**src/logic/scap_pkg.sv**
```systemverilog
package scap_pkg;
	// Register window geometry: one 32-bit word per register index.
	localparam int unsigned REG_STRIDE = 4;
	localparam int unsigned IDX_LSB = $clog2(REG_STRIDE);
	localparam int unsigned IDX_W = 9;
	localparam int unsigned CTRL_WIN_LSB = IDX_LSB + IDX_W;
	// Graphics window of 32 Mbyte; the top offset bit picks the aperture.
	localparam int unsigned GFX_WIN_LSB = 25;
	localparam int unsigned APSEL_BIT = 24;
	localparam int unsigned PHYS_W = 26;
	localparam int unsigned START_SHIFT = 11;
	// Register indices of the system control group.
	localparam logic [8:0] IDX_MCMD = 9'h02a;
	localparam logic [8:0] IDX_MSTATE = 9'h02b;
	localparam logic [8:0] IDX_MLOCAL = 9'h02c;
	localparam logic [8:0] IDX_MHOST = 9'h02d;
	localparam logic [8:0] IDX_STATUS = 9'h030;
	localparam logic [8:0] IDX_SCAN = 9'h031;
	localparam logic [8:0] IDX_DEBUG = 9'h032;
	localparam logic [8:0] IDX_PINS = 9'h033;
	localparam logic [8:0] IDX_GPIO = 9'h034;
	localparam logic [8:0] IDX_WIN0 = 9'h036;
	localparam logic [8:0] IDX_WIN1 = 9'h037;
	// Index ranges owned by each unit.
	localparam logic [8:0] PIX_HI = 9'h010;
	localparam logic [8:0] VID_LO = 9'h021;
	localparam logic [8:0] VID_HI = 9'h028;
	localparam logic [8:0] SYS_LO = 9'h02a;
	localparam logic [8:0] SYS_HI = 9'h037;
	localparam logic [8:0] PRIM_LO = 9'h040;
	localparam logic [8:0] PRIM_HI = 9'h074;
	localparam logic [8:0] CODE_LO = 9'h080;
	localparam logic [8:0] CODE_HI = 9'h09f;
	localparam logic [8:0] PAL_LO = 9'h100;
	// Status and compare field positions.
	localparam int unsigned ST_MIRQ = 15;
	localparam int unsigned ST_PIXVIS = 14;
	localparam int unsigned ST_VIRQ = 13;
	localparam int unsigned ST_VCMP = 4;
	localparam int unsigned ST_VY_LSB = 16;
	localparam int unsigned VY_W = 11;
	localparam int unsigned REF_EN = 11;
	localparam int unsigned NFLAG = 3;
	localparam int unsigned MS_STATE_LSB = 24;
	localparam int unsigned MS_CNT_W = 24;
	// Aperture configuration fields.
	localparam int unsigned CFG_MODE = 31;
	localparam int unsigned CFG_PIX = 30;
	localparam int unsigned CFG_SWAP_LSB = 28;
	localparam int unsigned CFG_WIDTH_LSB = 24;
	localparam int unsigned CFG_HEIGHT_LSB = 16;
	localparam int unsigned START_W = 14;
	localparam int unsigned X_BITS_BASE = 5;
	localparam int unsigned LINE_SHIFT = 4;
	localparam logic [2:0] WIDTH_RESERVED = 3'h7;
	localparam logic [31:0] WIN0_MASK = 32'hc73f_3fff;
	localparam logic [31:0] WIN1_MASK = 32'hf73f_3fff;
	localparam logic [31:0] SCAN_MASK = 32'h0000_0fff;
	localparam logic [31:0] REG_RESET = 32'h0000_0000;
	// Unit that owns an addressed register index.
	typedef enum logic [6:0] {
		UNIT_NONE = 7'h01,
		UNIT_PIX = 7'h02,
		UNIT_VID = 7'h04,
		UNIT_SYS = 7'h08,
		UNIT_PRIM = 7'h10,
		UNIT_CODE = 7'h20,
		UNIT_PAL = 7'h40
	} scap_unit_e;
	typedef struct packed {
		logic valid;
		logic write;
		logic [31:0] addr;
		logic [31:0] wdata;
	} scap_reg_req_s;
	typedef struct packed {
		logic ack;
		logic [31:0] rdata;
	} scap_reg_rsp_s;
	typedef struct packed {
		logic valid;
		logic [31:0] addr;
	} scap_mem_req_s;
	typedef struct packed {
		logic ack;
		logic err;
		logic pix32;
		logic [1:0] swap;
		logic [PHYS_W-1:0] phys;
	} scap_mem_rsp_s;
endpackage

```
**src/logic/scap_top.sv**
```systemverilog
`timescale 1ns/1ps
module scap_top (
	input wire logic clk, // Bus clock.
	input wire logic rst_n, // Asynchronous reset, active low.
	input wire logic ce, // Clock enable; freezes all state while low.
	input wire logic [31:0] ctrl_base, // Control register base address.
	input wire logic [31:0] gfx_base, // Graphics memory base address.
	input wire scap_pkg::scap_reg_req_s reg_req, // Register access.
	output scap_pkg::scap_reg_rsp_s reg_rsp, // Register answer.
	output scap_pkg::scap_unit_e reg_unit, // Unit owning the last access.
	input wire scap_pkg::scap_mem_req_s mem_req, // Graphics window access.
	output scap_pkg::scap_mem_rsp_s mem_rsp, // Translated memory address.
	input wire logic master_enable, // Master enable bit.
	input wire logic [7:0] master_state, // Master internal state.
	input wire logic [23:0] master_counter, // Master counter.
	input wire logic master_irq_evt, // Master command interrupt pulse.
	output logic master_run, // Master started.
	output logic [31:0] master_cmd_ptr, // Command pointer.
	output logic [31:0] master_local_addr, // Local memory address.
	output logic [31:0] master_host_addr, // Host memory address.
	input wire logic pixel_visible_evt, // Visible pixel in depth read.
	input wire logic [10:0] video_y, // Current vertical video counter.
	input wire logic [3:0] unit_flags, // Idle and init-done flags.
	output logic [31:0] pin_control, // Pin control register.
	output logic [31:0] gp_pins, // General purpose pin register.
	output logic irq // Interrupt request, active high.
);
	logic ctrl_hit;
	logic wr;
	logic [8:0] idx;
	logic [31:0] status_rd;
	logic [31:0] rd_mux;
	logic [31:0] debug_probe;
	logic [31:0] scan_cmp;
	logic [31:0] win0;
	logic [31:0] win1;
	logic cmp_match;
	logic cmp_prev;
	logic cmp_event;
	logic [2:0] flags;
	logic [2:0] flag_set;
	logic [2:0] flag_clr;
	logic [2:0] next_flags;
	scap_pkg::scap_unit_e next_unit;

	// Register decode inside the 2048-byte control window.
	assign ctrl_hit = reg_req.valid && (reg_req.addr[31:scap_pkg::CTRL_WIN_LSB]
		== ctrl_base[31:scap_pkg::CTRL_WIN_LSB]);
	assign idx = reg_req.addr[scap_pkg::CTRL_WIN_LSB-1:scap_pkg::IDX_LSB];
	assign wr = ctrl_hit && reg_req.write;

	// Owning unit of the addressed index.
	always_comb begin
		if (idx <= scap_pkg::PIX_HI) begin
			next_unit = scap_pkg::UNIT_PIX;
		end else if (idx >= scap_pkg::VID_LO && idx <= scap_pkg::VID_HI) begin
			next_unit = scap_pkg::UNIT_VID;
		end else if (idx >= scap_pkg::SYS_LO && idx <= scap_pkg::SYS_HI) begin
			next_unit = scap_pkg::UNIT_SYS;
		end else if (idx >= scap_pkg::PRIM_LO && idx <= scap_pkg::PRIM_HI) begin
			next_unit = scap_pkg::UNIT_PRIM;
		end else if (idx >= scap_pkg::CODE_LO && idx <= scap_pkg::CODE_HI) begin
			next_unit = scap_pkg::UNIT_CODE;
		end else if (idx >= scap_pkg::PAL_LO) begin
			next_unit = scap_pkg::UNIT_PAL;
		end else begin
			next_unit = scap_pkg::UNIT_NONE;
		end
	end

	// Master pointer registers and halt or start control.
	always_ff @(posedge clk or negedge rst_n) begin
		if (!rst_n) begin
			master_run <= 1'b0;
			master_cmd_ptr <= scap_pkg::REG_RESET;
			master_local_addr <= scap_pkg::REG_RESET;
			master_host_addr <= scap_pkg::REG_RESET;
		end else if (ce && wr) begin
			if (idx == scap_pkg::IDX_MSTATE) begin
				if (reg_req.wdata == scap_pkg::REG_RESET) begin
					master_run <= 1'b0;
				end else if (master_enable) begin
					master_run <= 1'b1;
				end
			end
			if (idx == scap_pkg::IDX_MCMD) begin
				master_cmd_ptr <= reg_req.wdata;
			end
			if (idx == scap_pkg::IDX_MLOCAL) begin
				master_local_addr <= reg_req.wdata;
			end
			if (idx == scap_pkg::IDX_MHOST) begin
				master_host_addr <= reg_req.wdata;
			end
		end
	end

	// Plain storage registers; scan compare and aperture configs keep only defined fields.
	always_ff @(posedge clk or negedge rst_n) begin
		if (!rst_n) begin
			scan_cmp <= scap_pkg::REG_RESET;
			debug_probe <= scap_pkg::REG_RESET;
			pin_control <= scap_pkg::REG_RESET;
			gp_pins <= scap_pkg::REG_RESET;
			win0 <= scap_pkg::REG_RESET;
			win1 <= scap_pkg::REG_RESET;
		end else if (ce && wr) begin
			case (idx)
				scap_pkg::IDX_SCAN: begin
					scan_cmp <= reg_req.wdata & scap_pkg::SCAN_MASK;
				end
				scap_pkg::IDX_DEBUG: begin
					debug_probe <= reg_req.wdata;
				end
				scap_pkg::IDX_PINS: begin
					pin_control <= reg_req.wdata;
				end
				scap_pkg::IDX_GPIO: begin
					gp_pins <= reg_req.wdata;
				end
				scap_pkg::IDX_WIN0: begin
					win0 <= reg_req.wdata & scap_pkg::WIN0_MASK;
				end
				scap_pkg::IDX_WIN1: begin
					win1 <= reg_req.wdata & scap_pkg::WIN1_MASK;
				end
				default: begin
				end
			endcase
		end
	end

	// Scanline compare fires once when the counter arrives at the reference.
	assign cmp_match = video_y == scan_cmp[scap_pkg::VY_W-1:0];
	assign cmp_event = scan_cmp[scap_pkg::REF_EN] && cmp_match
		&& !cmp_prev;
	always_ff @(posedge clk or negedge rst_n) begin
		if (!rst_n) begin
			cmp_prev <= 1'b0;
		end else if (ce) begin
			cmp_prev <= cmp_match;
		end
	end

	// Sticky flags: index 2 master or video compare, 1 visible pixel, 0 video compare.
	assign flag_set = {master_irq_evt || cmp_event, pixel_visible_evt,
		cmp_event};
	assign flag_clr = {3{wr && idx == scap_pkg::IDX_STATUS}} & {
		reg_req.wdata[scap_pkg::ST_MIRQ], reg_req.wdata[scap_pkg::ST_PIXVIS],
		reg_req.wdata[scap_pkg::ST_VIRQ]};
	generate
		for (genvar i = 0; i < scap_pkg::NFLAG; i++) begin : g_flag
			// A set arriving with the clear wins.
			assign next_flags[i] = flag_set[i] || (flags[i] && !flag_clr[i]);
		end
	endgenerate
	always_ff @(posedge clk or negedge rst_n) begin
		if (!rst_n) begin
			flags <= '0;
			irq <= 1'b0;
		end else if (ce) begin
			flags <= next_flags;
			irq <= next_flags[2] || next_flags[0];
		end
	end

	// Status word and read multiplexer; unmapped indices read as zero.
	always_comb begin
		status_rd = '0;
		status_rd[scap_pkg::ST_VY_LSB +: scap_pkg::VY_W] = video_y;
		status_rd[scap_pkg::ST_MIRQ] = flags[2];
		status_rd[scap_pkg::ST_PIXVIS] = flags[1];
		status_rd[scap_pkg::ST_VIRQ] = flags[0];
		status_rd[scap_pkg::ST_VCMP] = cmp_match;
		status_rd[3:0] = unit_flags;
		case (idx)
			scap_pkg::IDX_MCMD: rd_mux = master_cmd_ptr;
			scap_pkg::IDX_MSTATE: rd_mux = {master_state,
				master_counter};
			scap_pkg::IDX_MLOCAL: rd_mux = master_local_addr;
			scap_pkg::IDX_MHOST: rd_mux = master_host_addr;
			scap_pkg::IDX_STATUS: rd_mux = status_rd;
			scap_pkg::IDX_SCAN: rd_mux = scan_cmp;
			scap_pkg::IDX_DEBUG: rd_mux = debug_probe;
			scap_pkg::IDX_PINS: rd_mux = pin_control;
			scap_pkg::IDX_GPIO: rd_mux = gp_pins;
			scap_pkg::IDX_WIN0: rd_mux = win0;
			scap_pkg::IDX_WIN1: rd_mux = win1;
			default: rd_mux = '0;
		endcase
	end

	// Register answer one cycle after each accepted access.
	always_ff @(posedge clk or negedge rst_n) begin
		if (!rst_n) begin
			reg_rsp <= '0;
			reg_unit <= scap_pkg::UNIT_NONE;
		end else if (ce) begin
			reg_rsp.ack <= ctrl_hit;
			if (ctrl_hit) begin
				reg_unit <= next_unit;
				reg_rsp.rdata <= reg_req.write ? '0 : rd_mux;
			end
		end
	end

	// Aperture translation of a graphics window access.
	logic gfx_hit;
	logic [31:0] cfg;
	logic linear;
	logic [1:0] pshift;
	logic [23:0] pos;
	logic [23:0] pix;
	logic [23:0] ypos;
	logic [10:0] ylimit;
	logic [2:0] wfield;
	logic [scap_pkg::PHYS_W-1:0] base;
	logic [scap_pkg::PHYS_W-1:0] next_phys;
	logic next_err;
	assign gfx_hit = mem_req.valid && (mem_req.addr[31:scap_pkg::GFX_WIN_LSB]
		== gfx_base[31:scap_pkg::GFX_WIN_LSB]);
	assign cfg = mem_req.addr[scap_pkg::APSEL_BIT] ? win1 : win0;
	assign linear = cfg[scap_pkg::CFG_MODE];
	assign pos = mem_req.addr[scap_pkg::APSEL_BIT-1:0];
	assign wfield = cfg[scap_pkg::CFG_WIDTH_LSB +: 3];
	assign base = scap_pkg::PHYS_W'({cfg[scap_pkg::START_W-1:0],
		{scap_pkg::START_SHIFT{1'b0}}});

	// Pixel stride, y coordinate and line bound from the linear fields.
	always_comb begin
		pshift = cfg[scap_pkg::CFG_PIX] ? 2'h2 : 2'h1;
		pix = pos >> pshift;
		ypos = pix >> (scap_pkg::X_BITS_BASE + 32'(wfield));
		// The full six-bit height plus one needs seven bits before scaling.
		ylimit = {7'(cfg[scap_pkg::CFG_HEIGHT_LSB +: 6]) + 7'h01,
			scap_pkg::LINE_SHIFT'(0)};
		if (linear) begin
			next_phys = base + scap_pkg::PHYS_W'(pix << pshift);
			next_err = wfield == scap_pkg::WIDTH_RESERVED
				|| ypos >= 24'(ylimit);
		end else begin
			next_phys = base + scap_pkg::PHYS_W'(pos);
			next_err = 1'b0;
		end
	end

	always_ff @(posedge clk or negedge rst_n) begin
		if (!rst_n) begin
			mem_rsp <= '0;
		end else if (ce) begin
			mem_rsp.ack <= gfx_hit;
			if (gfx_hit) begin
				mem_rsp.phys <= next_phys;
				mem_rsp.err <= next_err;
				mem_rsp.pix32 <= linear && cfg[scap_pkg::CFG_PIX];
				mem_rsp.swap <= mem_req.addr[scap_pkg::APSEL_BIT]
					? cfg[scap_pkg::CFG_SWAP_LSB +: 2] : 2'b00;
			end
		end
	end
endmodule

```
**config.mk**
```make
export PLATFORM = sky130hd
export DESIGN_NAME = scap_top
export DESIGN_NICKNAME = d
export VERILOG_FILES = /design/src/logic/scap_pkg.sv /design/src/logic/scap_top.sv
export SDC_FILE = /design/constraint.sdc
export NUM_CORES = 1
export LEC_CHECK = 0
export BUFFER_PORTS_ARGS = -buffer_cell sky130_fd_sc_hd__buf_2
export CAP_MARGIN = 30
export CORE_MARGIN = 2
export CORE_UTILIZATION = 58
export CTS_BUF_LIST = sky130_fd_sc_hd__clkbuf_16
export DETAILED_ROUTE_END_ITERATION = 10
export GPL_TIMING_DRIVEN = 0
export PLACE_DENSITY = 0.87
export SLEW_MARGIN = 20
export SYNTH_ARGS = -nofsm -noshare
export SYNTH_HDL_FRONTEND = slang
export SYNTH_SLANG_ARGS = --single-unit
```
**constraint.sdc**
```tcl
create_clock -name clk -period 5.28 [get_ports clk]
set_clock_uncertainty 0.1 [all_clocks]
set_input_delay 0.528 -clock clk [delete_from_list [all_inputs] [get_ports clk]]
set_output_delay 0.528 -clock clk [all_outputs]
set_load 0.005 [all_outputs]
```
==> results.py, run 1 <==
metrics = {
    "grt": {
        "met2_usage_pct": 67.2,
        "grt_start_max_net_pins": 104,
        "use_met3_pct": 10.7,
        "grt.busiest_layer": "met2",
        "groute.usage.overall_pct": 43.0,
        "grt_pass1_wl_um": 98400,
        "grt_pass1_vias": 15606,
        "met1_usage_pct": 52.8,
        "overflow": 0,
        "antenna_found_initial": 8,
    },
    "routing": {
        "drtAntennaViolNets": 0,
        "drc_errors": 0,
        "routedWlPerCell_um": 29.1,
        "detailedRoute.firstPassIterationCount": 8,
        "viasPerCell": 6.84,
        "finalWirelength_um": 67700,
        "drtIter0Drc": 2318,
        "vias": 15923,
    },
    "finish": {
        "final_cell_mix": "buf_2, dfrtp_1, mux2_1",
        "final_core_util_pct": 71.3,
        "drive_above_1_share_pct": 28.3,
        "multiInputGateArea_um2": 8260,
        "fill_cells": 2091,
        "syn2layout_area_growth_pct": 21.7,
        "seq_area_um2": 8330,
        "layout_commonest_cell": "buf_2",
        "fin_nets": 2149,
    },
    "synthesis": {
        "synth_enable_flop_cells": 0,
        "yosys_warnings": 0,
        "synthesis.nets": 1707,
        "synth_seq_cells": 333,
        "synth_compound_area_share_pct": 13.7,
        "ys_seq_area_share_pct": 48.4,
        "synth_fa_ha_area_share_pct": 1.72,
        "synthFlopType": "dfrtp_1",
        "synth_top_family_by_area": "multiplexers",
        "async_flop_share_pct": 100,
        "synthXorXnorAreaFrac_pct": 2.85,
        "synth_mux_area_share_pct": 20.7,
        "synthCells": 1468,
        "synth.distinct_cells": 81,
        "avgSynthCellArea_um2": 11.7,
        "synthSimpleGateAreaFrac_pct": 8.92,
        "netlist_area_um2": 17200,
    },
    "power_and_ir_drop": {
        "ir_drop_v": 0.000203,
        "power.leakage_nw": 11.1,
        "power_mw": 5.44,
        "power_density_nw_per_um2": 260,
    },
    "place": {
        "io_buffers": 397,
        "pre_cts_slack_ns": -0.0581,
        "gp_congestion": 0.988,
        "dpl.hpwl_um": 49700,
    },
    "sta": {
        "maxSlewHeadroom_pct": 25.4,
        "clock.fmax_mhz": 207,
        "fin_crit_ns": 4.83,
        "worst_slack_ns": 0.453,
        "worst_pin_slew_ns": 1.11,
        "setup_violations": 0,
        "slew_viol_final": 0,
        "rsz0062_at_grt": "false",
        "finalCritPeriodShare_pct": 91.4,
        "hold_viol": 0,
        "setup_tns_ns": 0,
    },
    "setup_path": {
        "worst_setup_path_end_kind": "register",
        "crit_arrival_ns": 5.13,
        "crit_family": "buffers and inverters",
        "worstPathRequired_ns": 5.58,
        "crit_path_cell_trace": "buf_2, buf_1, buf_1, clkbuf_1, mux2_2, ha_1, fa_1, a211oi_1, o211ai_1, and4_1, o31a_1, a2111oi_0, nor3_1",
        "crit_path_start_kind": "primary input",
        "crit_buf_inv": 4,
        "max_stage_delay_ns": 0.63,
        "ff2ff_setup_slack_ns": 1.31,
        "cpMostUsedCell": "buf_1",
        "cp_slowest_cell": "buf_1",
        "startpoint": "mem_req[24]",
        "r2r_start": "win1[30]",
        "critPathMaxFanout": 10,
        "critPathKind": "in -> reg",
    },
    "worst_hold_path": {
        "hold_class": "in -> reg",
        "min_from": "pixel_visible_evt",
    },
    "floorplan": {
        "fp.coreArea_um2": 29400,
        "die_h_um": 176,
        "die_w_um": 176,
        "start_util_pct": 58.6,
        "rows": 63,
        "die_area_um2": 31100,
        "io_pins": 449,
    },
    "run": {
        "cap_violations": 0,
    },
    "clock_network": {
        "path_clk_slew_ns": 0.06,
        "htree_levels": 2,
        "cts_tree": "built",
        "clk_latency_ns": 0.55,
        "cts_sinks": 333,
        "root_buffer": "clkbuf_16",
        "clockBufferDepth": 3,
        "numCtsBuffers": 36,
    },
    "outcome": {
        "status": "finished, final reports clean",
    },
}
==> cells in the mapped netlist, types with 10 or more instances <==
| master | count | area share [%] |
|---|---|---|
| a21oi_1 | 38 | 1.1 |
| a221oi_1 | 16 | 0.81 |
| a222oi_1 | 23 | 1.3 |
| a22o_1 | 34 | 1.7 |
| a22oi_1 | 63 | 2.7 |
| and3_1 | 14 | 0.51 |
| buf_1 | 11 | 0.24 |
| buf_2 | 17 | 0.49 |
| buf_4 | 18 | 0.78 |
| clkbuf_1 | 68 | 1.5 |
| dfrtp_1 | 332 | 48 |
| ha_1 | 22 | 1.6 |
| inv_1 | 13 | 0.28 |
| mux2_1 | 258 | 17 |
| mux2_2 | 41 | 2.7 |
| mux2i_1 | 19 | 1.1 |
| nand2_1 | 70 | 1.5 |
| nand3_1 | 40 | 1.2 |
| nor2_1 | 47 | 1.0 |
| nor3_1 | 23 | 0.67 |
| nor4_1 | 19 | 0.69 |
| o211ai_1 | 10 | 0.44 |
| o21ai_0 | 28 | 0.81 |
| o21ai_1 | 16 | 0.47 |
| o22ai_1 | 12 | 0.44 |
| or3_1 | 10 | 0.36 |
| xnor2_1 | 28 | 1.4 |
| xor2_1 | 28 | 1.4 |
==> state kept, by name, summed over array words and instances, names as in the netlist, 25 cells and up <==
signal,cells
pin_control,32
win1,27
master_cmd_ptr,32
mem_rsp,31
master_host_addr,32
gp_pins,32
reg_rsp,33
master_local_addr,32
win0,25
debug_probe,32
==> path summary, 6_finish.rpt <==
check / to / cells past startpoint
max: mem_rsp[25] / 13
min: flags[1] / 2
max reg2reg: mem_rsp[29] / 14
min reg2reg: mem_rsp[0] / 2
max in group asynchronous: pin_control[6] / 4
min in group asynchronous: mem_rsp[29] / 2
==> where the power goes <==
group          total [mW]  switching [mW]  internal [mW]  leakage [nW]
sequential           2.58         0.00995           2.57          4.63
combinational       0.400           0.264          0.136          5.94
clock                2.46            1.07           1.39         0.578
==> metal layers <==
layer	wire length [um]	share of wire [%]
met3	8160	12
met2	30400	45
met1	23400	35
met5	10	0.015
met4	5810	8.6
==> logic make-up (layout without fill, tap and decap cells) <==
family,Yosys count,count (layout)
mux,318,318
other cells,1,7
fa+ha+maj,23,23
buf+inv,134,599
xor+xnor,56,56
simple gates,285,285
flops,333,333
compound gates,318,318
==> what timing repair did <==
action,4_1_cts,5_1_grt
setup buffers,0,0
endpoints found under the hold margin,88,0
resized for setup,0,0
hold buffers,1,0
==> cell type report <==
class | instances | share of cell area, %
Clock buffer | 36 | 4.30
Antenna cell | 6 | 0.0717
Buffer | 120 | 2.79
Tap cell | 390 | 2.33
Inverter | 14 | 0.251
Timing Repair Buffer | 404 | 10.1
Sequential cell | 333 | 39.8
Multi-Input combinational cell | 1001 | 39.4
Clock inverter | 25 | 1.02
==> per-stage QoR <==
| stage | cell area, um^2 | hold WS [ns] | instances |
|---|---|---|---|
| global placement | 19700 | 0.361 | 2255 |
| finish | 21000 | 0.109 | 2329 |
| CTS | 20900 | 0.119 | 2322 |
| global route | 20900 | 0.134 | 2328 |
| detailed placement | 19800 | 0.367 | 2260 |
| floorplan | 17200 | 0.132 | 1468 |
Power figures use the tool's default switching activity.
==> inputs of run 2 (changes only) <==
--- a/config.mk
+++ b/config.mk
@@ -7,7 +7,7 @@
 export LEC_CHECK = 0
 export BUFFER_PORTS_ARGS = -buffer_cell sky130_fd_sc_hd__buf_2
 export CAP_MARGIN = 30
-export CORE_MARGIN = 2
+export CORE_MARGIN = 1.5
 export CORE_UTILIZATION = 58
 export CTS_BUF_LIST = sky130_fd_sc_hd__clkbuf_16
 export DETAILED_ROUTE_END_ITERATION = 10
==> run 2 against run 1 <==
Sequential power is essentially flat. Global-route usage rose by 0.25 points. Count of clock-buffer cells in the layout up 2. Critical path depth stayed put. Final cell count rose by 0.26%. Combinational power about the same. Largest cell class unchanged. Register-to-register slack worse by 0.16 ns. Clock power is essentially flat. Wire length down 0.39%. Die area down 1.1%. Critical path type unchanged. Power is 0.14% higher. Core utilization up 1.3 points.
==> results.py, run 2 (synthesis gave the netlist of run 1 again) <==
metrics = {
    "outcome": {
        "status": "finished, final reports clean",
    },
    "worst_hold_path": {
        "hold_class": "in -> reg",
        "hold_depth": 2,
    },
    "routing": {
        "drtIter0Drc": 2059,
        "drc_errors": 0,
        "routedWlPerCell_um": 28.9,
        "finalWirelength_um": 67500,
        "detailedRoute.firstPassIterationCount": 6,
        "drtAntennaViolNets": 0,
        "viasPerCell": 6.84,
        "vias": 15973,
    },
    "grt": {
        "grt_pass1_wl_um": 97700,
        "antenna_found_initial": 7,
        "groute.usage.overall_pct": 43.2,
        "grt_pass1_vias": 15724,
        "overflow": 0,
        "grt_start_max_net_pins": 103,
    },
    "sta": {
        "finalCritPeriodShare_pct": 96.4,
        "clock.fmax_mhz": 196,
        "setup_violations": 0,
        "rsz0062_at_grt": "false",
        "hold_viol": 0,
        "worst_slack_ns": 0.189,
        "worst_pin_slew_ns": 1.12,
        "maxSlewHeadroom_pct": 25.2,
        "fin_crit_ns": 5.09,
        "slew_viol_final": 0,
    },
    "clock_network": {
        "htree_levels": 2,
        "clockBufferDepth": 3,
        "cts_resized": 0,
        "post_cts_buffers": 0,
        "cts_sinks": 333,
        "clk_latency_ns": 0.54,
        "numCtsBuffers": 37,
        "root_buffer": "clkbuf_16",
        "cts_tree": "built",
        "path_clk_slew_ns": 0.06,
        "ctsHoldBuffers": 1,
    },
    "finish": {
        "top_register": "reg_rsp",
        "largest_reg_flops": 33,
        "fin_cells": 2335,
        "fill_cells": 1995,
        "fin_nets": 2154,
        "syn2layout_area_growth_pct": 22.0,
        "layout_commonest_cell": "buf_2",
        "final_cell_mix": "buf_2, dfrtp_1, mux2_1",
        "drive_above_1_share_pct": 28.3,
    },
    "floorplan": {
        "die_area_um2": 30700,
        "die_w_um": 175,
        "start_util_pct": 59.5,
        "io_pins": 449,
        "fp.coreArea_um2": 28900,
        "rows": 62,
        "die_h_um": 175,
    },
    "run": {
        "cap_violations": 0,
    },
    "power_and_ir_drop": {
        "ir_drop_v": 0.000284,
        "power_density_nw_per_um2": 259,
        "power.leakage_nw": 11.2,
    },
    "place": {
        "place_inst": 2255,
        "io_buffers": 397,
        "dpl.hpwl_um": 49600,
        "pre_cts_slack_ns": -0.140,
        "gp_congestion": 0.971,
    },
    "setup_path": {
        "worst_setup_path_end_kind": "register",
        "ff2ff_setup_slack_ns": 1.15,
        "reg2regPathDepth": 16,
        "crit_arrival_ns": 5.38,
        "critPathKind": "in -> reg",
        "critPathMaxFanout": 10,
        "crit_path_start_kind": "primary input",
        "worstPathRequired_ns": 5.57,
    },
}
run 2: changes by cell type in the layout (fill, tap and decap cells not counted), sizes merged:
cell	change
buf	+3
bufinv	-1
clkbuf	+3
clkinv	+7
diode	+4
inv	-4
run 2: final cells by class:
| cell class | instances | area [um^2] | share of cell area (%) |
|---|---|---|---|
| sequential | 333 | 8330 | 39.7 |
| inverter | 14 | 52.6 | 0.250 |
| multi-input combinational | 1001 | 8240 | 39.3 |
| timing repair buffer | 408 | 2150 | 10.2 |
| clock inverter | 27 | 174 | 0.828 |
| tap | 384 | 480 | 2.29 |
| buffer | 120 | 584 | 2.78 |
| antenna | 10 | 25.0 | 0.119 |
| clock buffer | 38 | 951 | 4.53 |
run 2: where the power goes:
group	total, mW	internal, mW	switching [mW]	leakage [nW]
clock	2.46	1.40	1.07	0.577
combinational	0.402	0.136	0.266	5.95
sequential	2.58	2.57	0.0106	4.63
total	5.45	4.10	1.34	11.2
run 2: worst max-delay path, cell delays in order:
cell,delay (ns)
buf_2,0.23
buf_1,0.50
buf_1,0.71
clkbuf_1,0.59
mux2_2,0.43
ha_1,0.25
fa_1,0.43
a211oi_1,0.33
o211ai_1,0.19
and4_1,0.25
o31a_1,0.32
a2111oi_0,0.51
nor3_1,0.09
run 2: through the flow:
stage | area [um^2] | TNS [ns] | power [mW] | util, % | hold WS [ns]
after floorplan | 17200 | 0 | 2.77 | - | 0.132
after global placement | 19700 | -856.36 | 3.00 | 68.0 | 0.351
after detailed placement | 19800 | -0.140 | 3.02 | 68.4 | 0.329
after CTS | 20900 | 0 | 5.42 | 72.3 | 0.136
after global routing | 21000 | 0 | 5.56 | 72.5 | 0.137
final | 21000 | 0 | 5.45 | 72.6 | 0.137
run 2: final timing paths:
check | endpoint | start
worst max-delay path | mem_rsp[25] | mem_req[24]
worst min-delay path | mem_rsp[3] | mem_req[3]
worst min register to register | mem_rsp[19] | mem_rsp[19]
min in group asynchronous | master_host_addr[26] | rst_n
max in group asynchronous | win1[6] | rst_n
worst max register to register | mem_rsp[29] | win1[30]
run 2: per-layer routing:
metal	global-route usage (%)	vias up	wire [um]	part of all wire (%)
li1	-	6454	-	-
met1	53.8	7858	24000	36
met2	65.1	1332	29600	44
met3	14.5	329	9080	13
met4	26.9	0	4790	7.1
met5	0	-	0	0
